[src/verilog/iod_defs.vh]
`ifndef IOD_DEFS_VH
`define IOD_DEFS_VH

// byte addresses of the output words
`define IOD_ADDR_RATE_X_FRACTION 8'h04
`define IOD_ADDR_RATE_X_MAIN 8'h06
`define IOD_ADDR_RATE_Y_FRACTION 8'h08
`define IOD_ADDR_RATE_Y_MAIN 8'h0A
`define IOD_ADDR_RATE_Z_FRACTION 8'h0C
`define IOD_ADDR_RATE_Z_MAIN 8'h0E
`define IOD_ADDR_ACCEL_X_FRACTION 8'h10
`define IOD_ADDR_ACCEL_X_MAIN 8'h12

// value read before the first sample and at unmapped addresses
`define IOD_READ_IDLE 16'h0000
// rate range selects
`define IOD_RANGE_125 2'h0
`define IOD_RANGE_500 2'h1
`define IOD_RANGE_2000 2'h2
// high word full scale
`define IOD_RATE_FS_POS 16'h4E20
`define IOD_RATE_FS_NEG 16'hB1E0
`define IOD_ACCEL_FS_POS 16'h7D00
`define IOD_ACCEL_FS_NEG 16'h8300
// channel index of the results
`define IOD_CH_RATE_X 2'h0
`define IOD_CH_RATE_Y 2'h1
`define IOD_CH_RATE_Z 2'h2
`define IOD_CH_ACCEL_X 2'h3

`endif

[src/verilog/iod_clamp.v]
`timescale 1ns/1ps
`include "iod_defs.vh"

module iod_clamp (
    // raw 32-bit twos-complement sample
    input wire [31:0] raw_i,
    // full scale of the high word
    input wire [15:0] fs_pos_i,
    input wire [15:0] fs_neg_i,
    // limited sample
    output reg [31:0] val_o
);
    wire signed [31:0] raw_s;
    wire signed [31:0] pos_s;
    wire signed [31:0] neg_s;
    assign raw_s = raw_i;
    assign pos_s = {fs_pos_i, 16'h0000};
    assign neg_s = {fs_neg_i, 16'h0000};

    // hold the result inside full scale
    always @* begin
        if (raw_s > pos_s) begin
            val_o = pos_s;
        end else if (raw_s < neg_s) begin
            val_o = neg_s;
        end else begin
            val_o = raw_i;
        end
    end
endmodule

[src/verilog/iod_word_mux.v]
`timescale 1ns/1ps
`include "iod_defs.vh"

module iod_word_mux (
    // register byte address
    input wire [7:0] addr_i,
    // stored results
    input wire [127:0] res_i,
    // selected word and hit
    output reg [15:0] word_o,
    output reg hit_o
);
    always @* begin
        hit_o = 1'b1;
        case (addr_i)
            `IOD_ADDR_RATE_X_FRACTION: word_o = res_i[15:0];
            `IOD_ADDR_RATE_X_MAIN: word_o = res_i[31:16];
            `IOD_ADDR_RATE_Y_FRACTION: word_o = res_i[47:32];
            `IOD_ADDR_RATE_Y_MAIN: word_o = res_i[63:48];
            `IOD_ADDR_RATE_Z_FRACTION: word_o = res_i[79:64];
            `IOD_ADDR_RATE_Z_MAIN: word_o = res_i[95:80];
            `IOD_ADDR_ACCEL_X_FRACTION: word_o = res_i[111:96];
            `IOD_ADDR_ACCEL_X_MAIN: word_o = res_i[127:112];
            default: begin
                word_o = `IOD_READ_IDLE;
                hit_o = 1'b0;
            end
        endcase
    end
endmodule

[src/verilog/iod_output_regs.v]
`timescale 1ns/1ps
`include "iod_defs.vh"

// How it works
// - rate x low word sits at 0x04 and its high word at 0x06.
// - rate high words are twos complement, zero rate reads 0x0000.
// - rate y low word sits at 0x08 and its high word at 0x0A.
// - rate z low word sits at 0x0C and its high word at 0x0E.
// - all result words are read only and read 0x0000 after reset until their channel loads.
// - rate high word full scale reads 0x4E20 and 0xB1E0.
// - rate 32-bit full scale reads 0x4E200000 and 0xB1E00000.
// - accel low and high words join into one 32-bit twos complement.
// - accel high word full scale reads 0x7D00 and 0x8300.
// - accel 32-bit full scale reads 0x7D000000 and 0x83000000.
// - accel x low word sits at 0x10.
// - accel x high word sits at 0x12, zero reads 0x0000.
// - the rate range select only tags the scale of one count.
// - rate low and high words join into one 32-bit twos complement.
module iod_output_regs #(
    parameter [1:0] RANGE_SEL = `IOD_RANGE_2000
) (
    // clock and reset
    input wire sys_clk_i,
    input wire resetn_i,
    // sample load from the signal path
    input wire smp_valid_i,
    input wire [1:0] smp_ch_i,
    input wire [31:0] smp_data_i,
    // register read port
    input wire rd_en_i,
    input wire [7:0] rd_addr_i,
    // read answer
    output reg [15:0] rd_data_o,
    output reg rd_valid_o,
    output reg rd_err_o,
    // range of the rate scale
    output reg [1:0] range_o
);
    // sizes of the result store
    localparam CH_NUM = 4;
    localparam SMP_W = 32;
    localparam WORD_W = 16;
    localparam FLAT_W = CH_NUM * SMP_W;

    // no write strobe on any channel
    localparam [3:0] MASK_NONE = 4'h0;

    // one result per channel in plain flip-flops, no reset on purpose
    reg [SMP_W-1:0] res_q [0:CH_NUM-1];

    // channels that hold a sample since reset
    reg [CH_NUM-1:0] loaded_q;
    reg [CH_NUM-1:0] loaded_d;

    // sample path
    wire rate_ch_w;
    wire [WORD_W-1:0] fs_pos_w;
    wire [WORD_W-1:0] fs_neg_w;
    wire [SMP_W-1:0] lim_w;
    wire [CH_NUM-1:0] load_w;

    // read path
    wire [FLAT_W-1:0] res_flat_w;
    wire [WORD_W-1:0] word_w;
    wire hit_w;

    // next values of the answer registers
    reg [WORD_W-1:0] rd_data_d;
    reg rd_valid_d;
    reg rd_err_d;
    reg [1:0] range_d;

    // rate channels take the rate full scale, the rest the accel one
    function ch_is_rate;
        input [1:0] ch;
        begin
            case (ch)
                `IOD_CH_RATE_X: begin
                    ch_is_rate = 1'b1;
                end
                `IOD_CH_RATE_Y: begin
                    ch_is_rate = 1'b1;
                end
                `IOD_CH_RATE_Z: begin
                    ch_is_rate = 1'b1;
                end
                `IOD_CH_ACCEL_X: begin
                    ch_is_rate = 1'b0;
                end
                default: begin
                    ch_is_rate = 1'b0;
                end
            endcase
        end
    endfunction

    // one-hot write strobe of a channel index
    function [3:0] ch_mask;
        input [1:0] ch;
        begin
            case (ch)
                `IOD_CH_RATE_X: begin
                    ch_mask = 4'h1;
                end
                `IOD_CH_RATE_Y: begin
                    ch_mask = 4'h2;
                end
                `IOD_CH_RATE_Z: begin
                    ch_mask = 4'h4;
                end
                `IOD_CH_ACCEL_X: begin
                    ch_mask = 4'h8;
                end
                default: begin
                    ch_mask = MASK_NONE;
                end
            endcase
        end
    endfunction

    // positive full scale of the high word
    function [15:0] fs_pos_of;
        input is_rate;
        begin
            if (is_rate) begin
                fs_pos_of = `IOD_RATE_FS_POS;
            end else begin
                fs_pos_of = `IOD_ACCEL_FS_POS;
            end
        end
    endfunction

    // negative full scale of the high word
    function [15:0] fs_neg_of;
        input is_rate;
        begin
            if (is_rate) begin
                fs_neg_of = `IOD_RATE_FS_NEG;
            end else begin
                fs_neg_of = `IOD_ACCEL_FS_NEG;
            end
        end
    endfunction

    // a word of a channel that never loaded reads as idle
    function [15:0] shown_word;
        input loaded;
        input [15:0] w;
        begin
            if (loaded) begin
                shown_word = w;
            end else begin
                shown_word = `IOD_READ_IDLE;
            end
        end
    endfunction

    // an unknown range select reports the widest range
    function [1:0] range_code;
        input [1:0] sel;
        begin
            case (sel)
                `IOD_RANGE_125: begin
                    range_code = `IOD_RANGE_125;
                end
                `IOD_RANGE_500: begin
                    range_code = `IOD_RANGE_500;
                end
                `IOD_RANGE_2000: begin
                    range_code = `IOD_RANGE_2000;
                end
                default: begin
                    range_code = `IOD_RANGE_2000;
                end
            endcase
        end
    endfunction

    // sample side

    // kind of the incoming sample
    assign rate_ch_w = ch_is_rate(smp_ch_i);

    // full scale follows the kind
    assign fs_pos_w = fs_pos_of(rate_ch_w);
    assign fs_neg_w = fs_neg_of(rate_ch_w);

    // write strobe of each channel
    assign load_w = smp_valid_i ? ch_mask(smp_ch_i) : MASK_NONE;

    // saturate the sample to its full scale
    iod_clamp u_clamp (
        .raw_i(smp_data_i),
        .fs_pos_i(fs_pos_w),
        .fs_neg_i(fs_neg_w),
        .val_o(lim_w)
    );

    // both halves of a result load in one write
    always @(posedge sys_clk_i) begin
        if (smp_valid_i) begin
            res_q[smp_ch_i] <= lim_w;
        end
    end

    // a channel counts as loaded from its first sample on
    always @* begin
        loaded_d = loaded_q | load_w;
    end

    // of the result store only the loaded flags are reset, the results are not
    always @(posedge sys_clk_i or negedge resetn_i) begin
        if (!resetn_i) begin
            loaded_q <= {CH_NUM{1'b0}};
        end else begin
            loaded_q <= loaded_d;
        end
    end

    // read side

    // flat view of the store, low word in the lower half
    genvar g;
    generate
        for (g = 0; g < CH_NUM; g = g + 1) begin : g_flat
            wire [WORD_W-1:0] lo_w;
            wire [WORD_W-1:0] hi_w;
            assign lo_w =
                shown_word(loaded_q[g], res_q[g][WORD_W-1:0]);
            assign hi_w =
                shown_word(loaded_q[g], res_q[g][SMP_W-1:WORD_W]);
            assign res_flat_w[SMP_W*g+SMP_W-1:SMP_W*g] = {hi_w, lo_w};
        end
    endgenerate

    // address decode: halves at even byte addresses
    iod_word_mux u_mux (
        .addr_i(rd_addr_i),
        .res_i(res_flat_w),
        .word_o(word_w),
        .hit_o(hit_w)
    );

    // an answer follows every request by one cycle
    always @* begin
        rd_valid_d = rd_en_i;
    end

    // read word is taken on a request and held until the next one
    always @* begin
        rd_data_d = rd_data_o;
        if (rd_en_i) begin
            rd_data_d = word_w;
        end
    end

    // unmapped or odd addresses are refused
    always @* begin
        rd_err_d = rd_err_o;
        if (rd_en_i) begin
            rd_err_d = ~hit_w;
        end
    end

    // scale of one rate count
    always @* begin
        range_d = range_code(RANGE_SEL);
    end

    // answer valid flag
    always @(posedge sys_clk_i or negedge resetn_i) begin
        if (!resetn_i) begin
            rd_valid_o <= 1'b0;
        end else begin
            rd_valid_o <= rd_valid_d;
        end
    end

    // answer word, no write path exists
    always @(posedge sys_clk_i or negedge resetn_i) begin
        if (!resetn_i) begin
            rd_data_o <= `IOD_READ_IDLE;
        end else begin
            rd_data_o <= rd_data_d;
        end
    end

    // answer refusal flag
    always @(posedge sys_clk_i or negedge resetn_i) begin
        if (!resetn_i) begin
            rd_err_o <= 1'b0;
        end else begin
            rd_err_o <= rd_err_d;
        end
    end

    // range tag
    always @(posedge sys_clk_i or negedge resetn_i) begin
        if (!resetn_i) begin
            range_o <= `IOD_RANGE_125;
        end else begin
            range_o <= range_d;
        end
    end
endmodule

[config.mk]
export PLATFORM = sky130hd
export DESIGN_NAME = iod_output_regs
export DESIGN_NICKNAME = d
export VERILOG_FILES = /design/src/verilog/iod_clamp.v /design/src/verilog/iod_word_mux.v /design/src/verilog/iod_output_regs.v
export VERILOG_INCLUDE_DIRS = /design/src /design/src/verilog
export SDC_FILE = /design/constraint.sdc
export NUM_CORES = 1
export LEC_CHECK = 0
export BUFFER_PORTS_ARGS = -buffer_cell sky130_fd_sc_hd__buf_2
export CAP_MARGIN = 40
export CELL_PAD_IN_SITES_DETAIL_PLACEMENT = 0
export CELL_PAD_IN_SITES_GLOBAL_PLACEMENT = 1
export CORE_MARGIN = 2
export CORE_UTILIZATION = 42
export DETAILED_ROUTE_END_ITERATION = 6
export PLACE_DENSITY_LB_ADDON = 0.1
export SLEW_MARGIN = 5
export SYNTH_ARGS = -nofsm -noshare
export SYNTH_HDL_FRONTEND = slang
export SYNTH_HIERARCHICAL = 1
export SYNTH_SLANG_ARGS = --single-unit
[constraint.sdc]
create_clock -name sys_clk_i -period 5.74 [get_ports sys_clk_i]
set_clock_uncertainty 0.1 [all_clocks]
set_input_delay 0.861 -clock sys_clk_i [delete_from_list [all_inputs] [get_ports sys_clk_i]]
set_output_delay 0.861 -clock sys_clk_i [all_outputs]
set_load 0.01 [all_outputs]
---- Word level (Yosys, flattened, before mapping) ----
Memory sizes are Yosys's and may differ from the RTL's.
Index checks and enable logic that the tools add are counted.
storage, ports and cells
  word-level logic and storage cells ...... 43
  output and inout bits ................... 20
  memory bits (writable) .................. 128
  flip-flop bits (word level) ............. 23
  input bits .............................. 46
  memories kept ........................... 1
operators by class
  reductions and logical operators ........ 3
  equality and inequality tests ........... 11
  multiplexer cells ....................... 19
  bitwise operators ....................... 2
  magnitude comparators ................... 2
memories
  name   depth  bits a word  rd ports  clocked after memory_dff  write ports  line                  RTL
  res_q  4      32           4         0                         1            iod_output_regs.v:49  reg [SMP_W-1:0] res_q [0:CH_NUM-1];
operator list
  cell                                                                   number
  16-bit two-way mux                                                     8
  16-bit case mux with 8 select lines                                    1
  32-bit two-way mux                                                     2
  8-bit by 4-bit equality test with 1-bit output, second input constant  4
  32-bit > comparator                                                    1
  32-bit < comparator                                                    1
  14-bit two-way mux                                                     2
  8-bit by 3-bit equality test with 1-bit output, second input constant  2
  8-bit by 5-bit equality test with 1-bit output, second input constant  2
  4-bit case mux with 4 select lines                                     1
  8-bit OR reduction                                                     1
  2-bit equality test, second input constant                             2
  4-bit two-way mux                                                      1
  4-bit bitwise OR                                                       1
  1-bit two-way mux                                                      3
  3-bit OR reduction                                                     1
  2-bit by 1-bit equality test with 1-bit output, second input constant  1
  2-bit zero test                                                        1
  1-bit case mux with 2 select lines                                     1
  1-bit NOT                                                              1

---- Longest topological paths before layout ----
  word-level depth ........................ 7
  gate-level depth with buffers ........... 11
  depth with buffers taken out ............ 10

---- By module ----
Netlist, hierarchy kept.
modules (own cells, without submodules)
  module           cells each  instances  seq. area each (sq um)  area each (sq um)
  iod_output_regs  325         1          4,419.2                 5,605.4
  iod_clamp        211         1          0.0                     1,353.8
  iod_word_mux     157         1          0.0                     1,131.1

---- Least setup slack after synthesis ----
No wires, ideal clock.
  path type ............................... input to register
  start point ............................. input smp_ch_i[1]
  end point ............................... memory res_q[0][0], enable pin
  path buffers ............................ 0
  path slack .............................. 1.875 ns
  setup time .............................. 0.470 ns
  required time ........................... 5.170 ns
  cell stages on the path ................. 1
  arrival time ............................ 3.296 ns
  cells stage by stage .................... nor3b_1
RTL lines
  item                line                  RTL
  start: declaration  iod_output_regs.v:27  input wire [1:0] smp_ch_i,
  end: declaration    iod_output_regs.v:49
Straight into the memory's write port.

---- Final worst setup path ----
  start point ............................. input smp_ch_i[1]
  end point ............................... memory res_q[3][15], data pin
on the way
  cells in the longest elaborated chain, start to end .. 7
  elaborated cells on any way between the ends .. 12
  those cells by class .................... 2 x order compare; 3 x eq/ne; 5 x mux; 2 x reduce/logical
ends and longest elaborated chain
  item                                               line                   RTL
  2-bit equality test, or another cell as far along  iod_output_regs.v:77   case (ch)
  3-bit OR reduction (no source line)                -
  1-bit case mux with 2 select lines (*)             iod_output_regs.v:77
  14-bit two-way mux (*)                             iod_output_regs.v:137  if (is_rate) begin
  named net fs_neg_w[9]                              iod_output_regs.v:58   wire [WORD_W-1:0] fs_neg_w;
  32-bit < comparator (*)                            iod_clamp.v:24         end else if (raw_s < neg_s) begin
  32-bit two-way mux (*)                             iod_clamp.v:24
  32-bit two-way mux (*)                             iod_clamp.v:22         if (raw_s > pos_s) begin
  named net lim_w[15]                                iod_output_regs.v:59   wire [SMP_W-1:0] lim_w;
Mark *: on every way through the listed nets, which the timed path passes. The rest lies on a longest branch.

==> summary.txt <==
CTS
  – Post-CTS setup buffers: 0
  – Clk sinks: 151
  – Clock Path Buffers: 2
  – CTS Hold Bufs: 0
  – Post-CTS Resized: 0
  – CTS Buf Count: 17
  – Clk Tree Root Cell: clkbuf_16
  – H-tree depth: 4
  – Clk slew on worst S/H paths: 0.07 ns
  – Clock latency on the worst-skew pair: 0.43 ns
  – CTS tree: done

Setup path
  – CP startpoint: smp_ch_i[1]
  – R2R Path End: rd_data_o[10]
  – CP endpoint kind: flip-flop
  – R2R Path Start: loaded_q[1]
  – WP depth: 11
  – Slowest CP cell: a21oi_4
  – CP cell instances: buf_2, and2_1, inv_1, inv_1, ha_1, a21oi_1, o21ai_0, a21oi_1, nand2_1, a21oi_4, and2_1
  – Top delay family on crit path: compound AO/OA/AOI/OAI gates
  – Worst path max stage delay: 0.65 ns
  – Buffers and inverters on the worst path: 3
  – CP Class: in -> reg
  – Worst path required time: 5.90 ns
  – Setup slack, reg-to-reg: 3.49 ns
  – Worst r2r path cells: 7
  – Startpoint class of the critical path: primary input
  – Crit Path Max Fanout: 16
  – WP data arrival: 3.94 ns
  – Worst setup path end: res_q[3][15]

Placement
  – Port Buffers: 64
  – Placed Area: 0.00891 sq mm
  – Detail Placement HPWL: 14,200 um
  – GPL Wtd Cong: 0.830

Yosys
  – Yosys reg bits: 151
  – Synth Cell Area: 0.00809 sq mm
  – Xor/xnor cell area share of the yosys netlist: 0.108%
  – Adder-Cell Fraction of Synth Area: 4.79%
  – Synth Area in Simple Gates: 19.1%
  – EDFF count, synth: 128
  – Register area share after synthesis: 54.6%
  – Top_reg_cell synth: edfxtp_1
  – Ys Warns: 6
  – Syn avg cell area: 11.7 sq um
  – Cell variety after synth: 59
  – Compound-Gate Fraction of Synth Area: 10.4%
  – Post-synthesis cell count: 693
  – Largest family of logic cells by synthesized area: simple AND/OR/NAND/NOR gates
  – Post-synthesis mux area share: 6.60%
  – Ys async rst share: 15.2%

STA
  – Tcrit/Tclk final: 65.9%
  – Final setup fails: 0
  – Setup_tns: 0 ns
  – Slew headroom: 44.2%
  – Max-slew violation count: 0
  – Max Clock Freq: 264 MHz
  – Pin slew with the least headroom to its limit: 0.837 ns
  – Post-layout minimum cycle time: 3.78 ns
  – Unrepaired setup endpoints after global routing: false
  – Hold Fails Final Rpt: 0

Detailed routing
  – 1st-pass router iterations: 5
  – DRC viols: 0
  – Vias: 5,677
  – Wire per inst: 20.4 um
  – Vias/cell: 5.31
  – Initial drt markers: 395
  – Routed Antenna Nets: 0
  – Routed wire length: 21,900 um

Die
  – Die footprint: 0.0204 sq mm
  – Placement Rows: 50
  – Initial core utilization: 43.0%
  – Die width: 143 um
  – Die height: 143 um
  – Core Footprint: 0.0188 sq mm
  – # IOs: 66

GRT
  – Most used routing layer: met2
  – M2 GR Usage: 36.5%
  – First-pass GRT wire length: 32,900 um
  – Vias in the first global route: 5,705
  – Total grt overflow: 0
  – Antenna violations before repair: 1
  – Total track usage: 22.2%
  – Largest net degree at the start of global routing: 34
  – Met1 usage: 30.2%
  – Met3 Usage GRT: 3.82%

Power
  – Leakage: 3.84 nW
  – Peak supply drop: 0.000217 V
  – Total power per unit cell area: 295 mW/mm^2

Final layout
  – Final Cell Area: 0.00954 sq mm
  – Synthesis-to-layout area growth: 17.9%
  – Share of cells above drive strength 1: 19.6%
  – Diodes inserted: 0
  – Final #Nets: 874

Run
  – Max_cap viols: 0

Status
  – Status: completed

Worst hold path
  – Hold Crit Class: in -> async
-- metrics by stage --
stage	hold slack, ns	worst slack, ns	power (mW)	std cells	util [%]
CTS	0.375	2.00	2.83	1070	50.7
detailed placement	0.391	1.57	1.66	1038	47.3
global route	0.381	1.67	2.93	1070	50.7
global placement	0.388	1.53	1.65	1030	46.6
floorplan	0.400	1.87	1.54	735	-
finish	0.355	1.96	2.81	1070	50.7
-- state kept, by name, summed over array words and instances (netlist names) --
| name | count |
|---|---|
| rd_valid_o | 1 |
| res_q | 128 |
| rd_err_o | 1 |
| rd_data_o | 16 |
| range_o | 1 |
| loaded_q | 4 |
-- cell usage after synthesis (all sizes together), types with 2 or more instances --
cell type | n | share of area [%]
and2 | 148 | 11
edfxtp | 128 | 48
inv | 38 | 1.8
mux2i | 32 | 4.0
ha | 31 | 4.8
a21oi | 25 | 1.7
nor2 | 24 | 1.1
dfrtp | 23 | 7.1
nand2 | 23 | 1.1
clkbuf | 22 | 1.0
o21ai | 22 | 1.4
or2 | 19 | 1.5
nand3 | 17 | 1.1
buf | 16 | 1.5
mux2 | 16 | 2.6
a31oi | 15 | 1.2
a211o | 14 | 1.5
a22oi | 14 | 1.3
o22ai | 14 | 1.1
nor4 | 7 | 0.73
nand4 | 5 | 0.39
nor3b | 3 | 0.42
a2111oi | 2 | 0.29
a211oi | 2 | 0.19
a21o | 2 | 0.19
a222oi | 2 | 0.25
a22o | 2 | 0.22
and3 | 2 | 0.15
and3b | 2 | 0.22
conb | 2 | 0.093
nand2b | 2 | 0.15
nand3b | 2 | 0.39
nor2b | 2 | 0.15
o21a | 2 | 0.19
o221ai | 2 | 0.22
-- placed cells by master (no fill, tap or decap), types with 15 or more instances in the layout --
cell type  instances
mux2i_1           32
ha_1              31
buf_2             64
dfrtp_1           23
nor2_1            22
or2_2             18
and2_1           147
edfxtp_1         128
a31oi_1           15
nand3_1           17
conb_1            44
nand2_1           23
o21ai_0           21
inv_1             38
a21oi_1           24
clkbuf_16         17
-- how the worst min path moves through the flow --
stage               slack (ns)       endpoint         start
finish                    0.36   rd_data_o[9]      resetn_i
global route              0.38  rd_data_o[11]      resetn_i
CTS                       0.38   rd_data_o[9]      resetn_i
detailed placement        0.39   rd_data_o[3]  rd_data_o[3]
global placement          0.39   rd_data_o[2]  rd_data_o[2]
floorplan                 0.40    loaded_q[2]   loaded_q[2]
-- power breakdown --
group | switching [mW] | internal (mW)
logic | 0.217 | 0.130
clock network | 0.466 | 0.707
registers | 0.0122 | 1.28
total | 0.695 | 2.12
-- worst reg2reg max path, stage by stage (launching register included) --
cell     delay [ns]
dfrtp_1        0.73
buf_4          0.39
and2_1         0.18
mux2i_1        0.07
or2_2          0.30
a21oi_1        0.14
a211o_1        0.16
mux2_4         0.14
-- logic make-up (layout without fill, tap and decap cells) --
family          count (synthesis)  after routing
xor+xnor                        1              1
compound gates                125            125
mux                            48             48
buf+inv                        76            151
flops                         151            151
other cells                     2             44
simple gates                  259            259
fa+ha+maj                      31             31
-- area by class of cell --
type                            instances  area, sq um
Fill cell                            1637         9290
Sequential cell                       151         4420
Multi-Input combinational cell        508         3500
Timing Repair Buffer                   81          523
Clock buffer                           18          439
Tap cell                              260          325
Clock inverter                         14          189
Inverter                               38          143
-- per-layer routing --
layer	up-vias	wire [um]
met1	2804	10000
met3	27	1140
met5	-	0
met4	0	300
li1	2666	-
met2	180	10400
(Power assumes the default switching activity.)
